==> config.mk <==
export PLATFORM = sky130hd
export DESIGN_NAME = sdp_device
export DESIGN_NICKNAME = d
export VERILOG_FILES = /design/src/common/sdp_pkg.sv /design/src/rtl/sdp_cmd_decode.sv /design/src/rtl/sdp_device.sv
export SDC_FILE = /design/constraint.sdc
export NUM_CORES = 1
export LEC_CHECK = 0
export ABC_AREA = 1
export BUFFER_PORTS_ARGS = -buffer_cell sky130_fd_sc_hd__buf_2
export CORE_MARGIN = 8
export CORE_UTILIZATION = 25
export DETAILED_ROUTE_END_ITERATION = 8
export PLACE_DENSITY = 0.44
export SYNTH_ARGS = -nofsm -noshare
export SYNTH_HDL_FRONTEND = slang
export SYNTH_SLANG_ARGS = --single-unit
==> constraint.sdc <==
create_clock -name sys_clk -period 1.4 [get_ports sys_clk]
set_input_delay 0.28 -clock sys_clk [delete_from_list [all_inputs] [get_ports sys_clk]]
set_output_delay 0.28 -clock sys_clk [all_outputs]
set_load 0.03 [all_outputs]
==> src/common/sdp_pkg.sv <==
// Shared constants, types and command encodings of the SDRAM pin command interface
package sdp_pkg;

   // ****************************************************************
   // Widths and field positions
   // ****************************************************************
   localparam int ADDR_W      = 12;
   localparam int COL_W       = 8;
   localparam int AP_BIT      = 10;
   localparam int BANK_W      = 2;
   localparam int NUM_BANKS   = 4;
   localparam int DATA_W      = 16;
   localparam int BYTE_W      = 8;
   localparam int LANES       = 2;

   // ****************************************************************
   // Reset values and timing
   // ****************************************************************
   localparam logic [ADDR_W-1:0]    MODE_RST     = 12'h000;
   localparam logic [ADDR_W-1:0]    ROW_RST      = 12'h000;
   localparam logic [NUM_BANKS-1:0] BANKS_CLOSED = 4'h0;
   localparam int                   READ_LAT     = 2;

   // ****************************************************************
   // Types
   // ****************************************************************
   typedef enum logic [3:0] {
      CMD_INHIBIT = 4'h0,
      CMD_NOP     = 4'h1,
      CMD_ACT     = 4'h2,
      CMD_READ    = 4'h3,
      CMD_WRITE   = 4'h4,
      CMD_PRE     = 4'h5,
      CMD_REF     = 4'h6,
      CMD_LMR     = 4'h7,
      CMD_BST     = 4'h8
   } sdp_cmd_t;

   typedef enum logic [1:0] {
      PWR_RUN     = 2'h0,
      PWR_DOWN    = 2'h1,
      PWR_SUSPEND = 2'h3,
      PWR_SELF    = 2'h2
   } sdp_pwr_t;

   typedef struct packed {
      logic              cs_n;
      logic              ras_n;
      logic              cas_n;
      logic              we_n;
      logic              bank_select_high;
      logic              bank_select_low;
      logic [ADDR_W-1:0] row_address_bus;
      logic              upper_byte_mask;
      logic              lower_byte_mask;
   } sdp_pins_t;

   typedef struct packed {
      logic              rd;
      logic              wr;
      logic [BANK_W-1:0] bank;
      logic [ADDR_W-1:0] row;
      logic [COL_W-1:0]  col;
      logic [LANES-1:0]  byte_en;
      logic [DATA_W-1:0] wdata;
   } sdp_core_req_t;

endpackage : sdp_pkg

==> src/rtl/sdp_cmd_decode.sv <==
// Command decoder from the strobe pins
`timescale 1ns/1ps
module sdp_cmd_decode
   import sdp_pkg::*;
(
   input  sdp_pkg::sdp_pins_t pins,
   output sdp_pkg::sdp_cmd_t  cmd
);
   import sdp_pkg::*;

   always_comb begin
      if (pins.cs_n) begin
         cmd = CMD_INHIBIT;
      end else begin
         case ({pins.ras_n, pins.cas_n, pins.we_n})
            3'h3:    cmd = CMD_ACT;
            3'h5:    cmd = CMD_READ;
            3'h4:    cmd = CMD_WRITE;
            3'h2:    cmd = CMD_PRE;
            3'h1:    cmd = CMD_REF;
            3'h0:    cmd = CMD_LMR;
            3'h6:    cmd = CMD_BST;
            default: cmd = CMD_NOP;
         endcase
      end
   end

endmodule : sdp_cmd_decode

==> src/rtl/sdp_device.sv <==
// Device side of the SDRAM pin command and data interface
`timescale 1ns/1ps
module sdp_device
   import sdp_pkg::*;
(
   input  wire logic                             sys_clk,
   input  wire logic                             nrst,
   input  wire logic                             cke,
   input  sdp_pkg::sdp_pins_t                    pins,
   input  wire logic [sdp_pkg::DATA_W-1:0]       data_bus_level,
   output logic      [sdp_pkg::DATA_W-1:0]       data_bus_drive,
   output logic      [sdp_pkg::DATA_W-1:0]       data_bus_en,
   output sdp_pkg::sdp_core_req_t                core_req,
   input  wire logic [sdp_pkg::DATA_W-1:0]       core_rdata,
   output logic      [sdp_pkg::ADDR_W-1:0]       mode_reg,
   output logic      [sdp_pkg::NUM_BANKS-1:0]    bank_open,
   output sdp_pkg::sdp_pwr_t                     power_state
);
   import sdp_pkg::*;

   sdp_cmd_t                  cmd;
   logic                      edge_ok_q;
   logic                      edge_ok;
   logic [BANK_W-1:0]         bank;
   logic [ADDR_W-1:0]         addr;
   logic [LANES-1:0]          mask;
   logic                      auto_pre;
   logic [NUM_BANKS-1:0]      bank_open_q;
   logic [ADDR_W-1:0]         open_row_q [NUM_BANKS];
   logic [ADDR_W-1:0]         mode_q;
   sdp_core_req_t             core_q;
   logic [READ_LAT-1:0]       rd_pipe_q;
   logic [LANES-1:0]          mask1_q;
   logic [LANES-1:0]          mask2_q;
   logic [DATA_W-1:0]         dout_q;
   logic [LANES-1:0]          lane_oe_q;
   sdp_pwr_t                  pwr_q;

   function automatic logic [DATA_W-1:0] lanes_to_bits(input logic [LANES-1:0] l);
      lanes_to_bits = {{BYTE_W{l[1]}}, {BYTE_W{l[0]}}};
   endfunction : lanes_to_bits

   sdp_cmd_decode u_dec (
      .pins (pins),
      .cmd  (cmd)
   );

   // ****************************************************************
   // Clock enable qualification
   // ****************************************************************
   // Enable level is taken apart from the other inputs and qualifies the next edge
   always_ff @(posedge sys_clk or negedge nrst) begin
      if (!nrst) begin
         edge_ok_q <= 1'b0;
      end else begin
         edge_ok_q <= cke;
      end
   end

   assign edge_ok  = edge_ok_q;
   assign bank     = {pins.bank_select_high, pins.bank_select_low};
   assign addr     = pins.row_address_bus;
   assign mask     = {pins.upper_byte_mask, pins.lower_byte_mask};
   assign auto_pre = addr[AP_BIT];

   // ****************************************************************
   // Bank and row tracking
   // ****************************************************************
   always_ff @(posedge sys_clk or negedge nrst) begin
      if (!nrst) begin
         bank_open_q <= BANKS_CLOSED;
         for (int i = 0; i < NUM_BANKS; i++) begin
            open_row_q[i] <= ROW_RST;
         end
      end else if (edge_ok) begin
         case (cmd)
            CMD_ACT: begin
               bank_open_q[bank] <= 1'b1;
               open_row_q[bank]  <= addr;
            end
            CMD_READ, CMD_WRITE: begin
               if (auto_pre) begin
                  bank_open_q[bank] <= 1'b0;
               end
            end
            CMD_PRE: begin
               if (addr[AP_BIT]) begin
                  bank_open_q <= BANKS_CLOSED;
               end else begin
                  bank_open_q[bank] <= 1'b0;
               end
            end
            default: begin
            end
         endcase
      end
   end

   // ****************************************************************
   // Mode register
   // ****************************************************************
   always_ff @(posedge sys_clk or negedge nrst) begin
      if (!nrst) begin
         mode_q <= MODE_RST;
      end else if (edge_ok && cmd == CMD_LMR) begin
         mode_q <= addr;
      end
   end

   // ****************************************************************
   // Core access requests
   // ****************************************************************
   always_ff @(posedge sys_clk or negedge nrst) begin
      if (!nrst) begin
         core_q <= '0;
      end else if (edge_ok) begin
         core_q.rd <= (cmd == CMD_READ);
         core_q.wr <= (cmd == CMD_WRITE) && (mask != 2'h3);
         if (cmd == CMD_READ || cmd == CMD_WRITE) begin
            core_q.bank    <= bank;
            core_q.row     <= open_row_q[bank];
            core_q.col     <= addr[COL_W-1:0];
            core_q.byte_en <= ~mask;
            core_q.wdata   <= data_bus_level;
         end
      end else begin
         core_q.rd <= 1'b0;
         core_q.wr <= 1'b0;
      end
   end

   // ****************************************************************
   // Read data path and output drivers
   // ****************************************************************
   always_ff @(posedge sys_clk or negedge nrst) begin
      if (!nrst) begin
         rd_pipe_q <= '0;
         mask1_q   <= '0;
         mask2_q   <= '0;
         dout_q    <= '0;
         lane_oe_q <= '0;
      end else if (edge_ok) begin
         rd_pipe_q <= {rd_pipe_q[0], cmd == CMD_READ};
         mask1_q   <= mask;
         mask2_q   <= mask1_q;
         dout_q    <= core_rdata;
         lane_oe_q <= {LANES{rd_pipe_q[READ_LAT-1]}} & ~mask2_q;
      end
   end

   // ****************************************************************
   // Power states
   // ****************************************************************
   always_ff @(posedge sys_clk or negedge nrst) begin
      if (!nrst) begin
         pwr_q <= PWR_RUN;
      end else if (cke) begin
         pwr_q <= PWR_RUN;
      end else begin
         case (pwr_q)
            PWR_RUN: begin
               if (edge_ok && cmd == CMD_REF && bank_open_q == BANKS_CLOSED) begin
                  pwr_q <= PWR_SELF;
               end else if (rd_pipe_q != '0 || core_q.wr) begin
                  pwr_q <= PWR_SUSPEND;
               end else begin
                  pwr_q <= PWR_DOWN;
               end
            end
            default: pwr_q <= pwr_q;
         endcase
      end
   end

   assign data_bus_drive = dout_q;
   assign data_bus_en    = lanes_to_bits(lane_oe_q);
   assign core_req    = core_q;
   assign mode_reg    = mode_q;
   assign bank_open   = bank_open_q;
   assign power_state = pwr_q;
endmodule : sdp_device

### Word level (Yosys, flattened, before mapping)

Index checks and enable logic that the tools add are counted.

| storage, ports and cells | value |
|---|---|
| register bits | 133 |
| logic and storage cells | 81 |
| input bits | 55 |

| cells by class | value |
|---|---|
| eq/ne operators | 14 |
| order comparisons | 4 |
| multiplexer cells | 18 |
| bitwise operators | 7 |
| reductions and logical operators | 18 |

Operators with widths:

| operator | count |
|---|---|
| $bwmux 48 | 1 |
| $mux 12 | 3 |
| $pmux 4 s7 | 1 |
| $bmux 12 s2 | 1 |
| $demux 12 s2 | 1 |
| $eq 4x3->1 const B | 4 |
| $mux 4 | 3 |
| $pmux 4 s3 | 1 |
| $mux 2 | 5 |
| $eq 3x3->1 const B | 3 |
| $eq 4x2->1 const B | 2 |
| $eq 3x2->1 const B | 2 |
| $logic_and 1x1->1 | 6 |
| $and 4x4->4 | 1 |
| $logic_not 4->1 | 1 |
| $ne 2x2->1 const B | 2 |
| $not 2->2 | 2 |
| $not 4->4 | 1 |
| $or 4x4->4 | 1 |
| $reduce_and 2->1 | 2 |
| $reduce_bool 2->1 | 2 |
| $eq 3x1->1 const B | 1 |
| $ge 3x3->1 const B | 1 |
| $logic_not 3->1 | 1 |
| other kinds (12) | 13 |

### Logic depth before layout (Yosys ltp)

| depth | value |
|---|---|
| depth after elaboration | 9 |
| depth in mapped cells | 8 |

### Hierarchy

A second synthesis with hierarchy kept.

| unflattened totals | value |
|---|---|
| cell total of the unflattened synthesis | 652 |
| area total of the unflattened synthesis | 5,801.8 sq um |

Modules (own cells, without submodules):

| module | cells an instance | times used | area each (sq um) |
|---|---|---|---|
| sdp_device | 638 | 1 | 5,738.0 |
| sdp_cmd_decode | 14 | 1 | 63.8 |

### Least setup slack after synthesis

Ideal clock, no wire load.

| timing path | value |
|---|---|
| kind | register to register |
| from | register edge_ok_q, in the netlist edge_ok |
| to | register core_q, in the netlist core_req[10] |
| path buffers | 3 |
| data arrival time | 1.107 ns |
| stages on the path, launching flop included | 8 |
| path slack | 0.175 ns |
| path through | dfrtp_1 > buf_2 > inv_2 > nor2_4 > buf_4 > buf_4 > nand2_1 > nand2_1 |

| between the ends | value |
|---|---|
| longest elaborated chain between the ends | 1 |

Ends and longest elaborated chain:

| item | RTL line | RTL |
|---|---|---|
| start, declared | sdp_device.sv:22 | `logic edge_ok_q;` |
| start signal, assigned | sdp_device.sv:56 | `edge_ok_q <= cke;` |
| $reduce_and 2->1 (no source line) | n/a |  |
| end, declared | sdp_device.sv:31 | `sdp_core_req_t core_q;` |

No other way between the ends.
A chain may end at the register's enable or synchronous reset.

### Worst setup path in the final report

| timing path | value |
|---|---|
| from | register bank_open_q[1], in the netlist bank_open[1] |
| to | output port bank_open[1] in the netlist's numbering |

RTL lines:

| item | RTL line | RTL |
|---|---|---|
| start, declared | sdp_device.sv:28 | `logic [NUM_BANKS-1:0] bank_open_q;` |
| start signal, assigned | sdp_device.sv:71 | `bank_open_q <= BANKS_CLOSED;` |
| start signal, assigned by index | sdp_device.sv:78 | `bank_open_q[bank] <= 1'b1;` |
| start signal, assigned by index | sdp_device.sv:83 | `bank_open_q[bank] <= 1'b0;` |
| end, declared | sdp_device.sv:16 | `output logic [sdp_pkg::NUM_BANKS-1:0] bank_open,` |

No word-level cell between the ends.

==> metrics.md <==
| Metric | Value |
|---|---|
| Setup bufs post-CTS | 0 |
| CTS max path bufs | 2 |
| Cts bufs inserted | 17 |
| Most frequent cells in the layout | 288 x nand2_1, 145 x buf_2, 131 x dfrtp_1 |
| Max incr delay on CP | 0.40 ns |
| Post-synthesis sequential area ratio | 0.5934 |
| Initial DRC Count | 310 |
| Crit path depth | 1 |
| Register Area | 3331 µm² |
| Congestion Overflow GR | 0 |
| Clk Latency, worst-skew pair | 0.42 ns |
| Largest Register | open_row_q |
| CTS tree | yes |
| Crit. End Element | primary output |
| Post-route DRC | 0 |
| Largest net degree at the start of global routing | 45 |
| Family with the most delay on the worst path | flip-flops |
| Buf/Inv on CP | 1 |
| Slew at the pin closest to its max-slew limit | 0.3589 ns |
| PD cells | 1615 nW/µm² |
| Largest register FFs | 48 |
| Via density | 4.168 |
| Layout filler cell count | 2353 |
| Quantity of I/O buffers inserted on ports | 146 |
| Share of cells above drive strength 1 | 0.2957 |
| Status | finished clean |
| Clock share of power | 0.413 |
| Worst Setup SP | bank_open[1] |
| Leakage power | 3.906 nW |
| Max-cap violations | 0 |
| Area grow syn2layout | 31.97% |
| Reg power frac | 0.395 |
| YS warnings | 0 |
| Top post-synthesis cells by area | dfrtp_1 59%, nand2_1 19%, o21ai_1 3.2%, o21ai_2 2.3%, buf_4 2.1% |
| Reg2Reg Depth | 6 |
| Wire per inst | 14.65 µm |
| # setup viols final | 0 |
| Sum Neg Setup Slack | 0 ns |
| R2r setup slk | 0.12 ns |
| Slew Viols, Final | 0 |
| Comb pwr share | 0.192 |
| Netlist Area Pre-Place | 5609 µm² |
| Synth Net Count | 688 |
| Area leader, netlist | dfrtp_1 |
| Final WL | 15.86 mm |
| Total Routing Usage GR | 0.1183 |
| Number of global-route vias before repair | 4566 |
| Top cell type's share of synthesized area | 0.5934 |
| Drt first pass iters | 4 |
| Peak VDD IR | 0.7558 mV |
| Util after Layout | 0.3310 |
| Starting Density | 0.2508 |
| DRT antenna net count | 0 |
| Sw Ratio | 0.3012 |
| Antenna violations before repair | 0 |
| Rows | 55 |
| Crit path DAT | 1.05 ns |
| Reg2reg start | edge_ok |
| Syn_area_per_cell | 8.861 µm² |
| Final hold violation count | 0 |
| Critical Path Source Type | flop |
| Register bit total from synthesis | 133 |
| Final instance area | 7402 µm² |
| Dpl hpwl | 11.40 mm |
| CTS Root Buffer Type | clkbuf_16 |
| Worst Setup EP | bank_open[1] |
| RSZ-0062 raised after global routing | false |
| Clock skew | 0.004767 ns |
| Footprint of the multi-input gates | 1864 µm² |
| Unique cell type count in the Yosys netlist | 23 |
| Slew HR | 0.7608 |
| # clock sinks | 133 |
| Ant diodes | 0 |
| Fmax | 749.5 MHz |
| DR vias | 4514 |
| Fin crit share | 0.9530 |
| Htree depth | 4 |
| Net load switching power | 3.600 mW |
| CP max-delay cell | dfrtp_1 |
| Floorplan core area | 22370 µm² |
| Most common cell after layout, fill and taps aside | nand2_1 |
| Worst min path class | primary input to flop |
| Crit path max fanout | 4 |
| Die span in y | 165.8 µm |
| First-pass GRT wire length | 25.95 mm |
| Post-Syn Instances | 633 |
| Worst setup path category | flop to primary output |
| Post-layout minimum cycle time | 1.334 ns |
| R2R Path End | open_row_q[35] |
| Worst-path cell chain | buf_2 |
| Die X | 165.8 µm |
| GP Congestion | 0.7329 |
| Clk slew on worst S/H paths | 0.06 ns |
| Total die area | 27490 µm² |
| Area after DPL | 6721 µm² |
| Cell-internal power | 8.352 mW |
| Critical path data required time | 1.12 ns |
| Layout Nets | 841 |
| IO Count | 147 |
synthesized netlist by cell type, drive strengths merged:
cell and instances:
a21oi 13, dfrtp 133, nor2 26, and2 1, clkbuf 3, nand3 9
nand4 16, o21ai 65, nor3 3, a211oi 1, nand2 293, buf 38
inv 32
area by class of cell:
type	count	share of cell area
timing repair buffer	175	0.1449
inverter	32	0.01657
tap	285	0.04817
clock buffer	19	0.06119
clock inverter	12	0.02738
multi-input combinational	427	0.2519
sequential	133	0.4500
power groups by stage:
stage / logic, mW / registers, mW / clock network [mW]
after floorplan: 0.741 / 5.49 / 0
after global placement: 2.32 / 4.79 / 0
after detailed placement: 2.34 / 4.78 / 0
after CTS: 2.35 / 4.72 / 5.11
after global routing: 2.52 / 4.80 / 5.23
final: 2.30 / 4.72 / 4.93
worst min-delay path by stage:
stage / start / end / slack [ns] / cells past startpoint
6_report: data_bus_level[4] / core_req[4] / 0.06 / 3
3_3_place_gp: nrst / core_req[1] / 0.21 / 1
4_1_cts: data_bus_level[4] / core_req[4] / 0.04 / 3
2_1_floorplan: nrst / bank_open[0] / -0.02 / 0
3_5_place_dp: nrst / core_req[15] / 0.21 / 1
5_1_grt: data_bus_level[12] / core_req[12] / 0.05 / 3
layer usage:
metal  vias to the layer above  share of wire  global-route usage
met5                         -              0                   0
met4                         0          0.011             0.03715
met3                        14          0.042             0.03518
met2                        93           0.46              0.1875
met1                      2109           0.48              0.1526
li1                       2298              -                   -
repair_timing:
action,4_1_cts,5_1_grt
hold endpoints to repair,30,0
hold buffers,2,0
pin swaps,0,0
gates resized for setup,0,3
endpoints found under the setup margin,16,21
cells by family after synthesis:
kind of cell / Yosys count / share of synthesized area
DFF: 133 / 0.5934
AOI/OAI and AO/OA: 79 / 0.08186
buffers and inverters: 73 / 0.07428
and+or+nand+nor: 348 / 0.2505
per-stage QoR:
step / power (mW) / hold WS, ns / instances / setup slack (ns)
floorplan: 6.233 / -0.01559 / 633 / 0.1748
global placement: 7.110 / 0.2059 / 1050 / 0.08358
detailed placement: 7.128 / 0.2063 / 1050 / 0.07153
CTS: 12.18 / 0.03765 / 1083 / -0.01810
global route: 12.55 / 0.04520 / 1083 / 0.008089
finish: 11.95 / 0.06124 / 1083 / 0.06582
(Power assumes the default switching activity.)
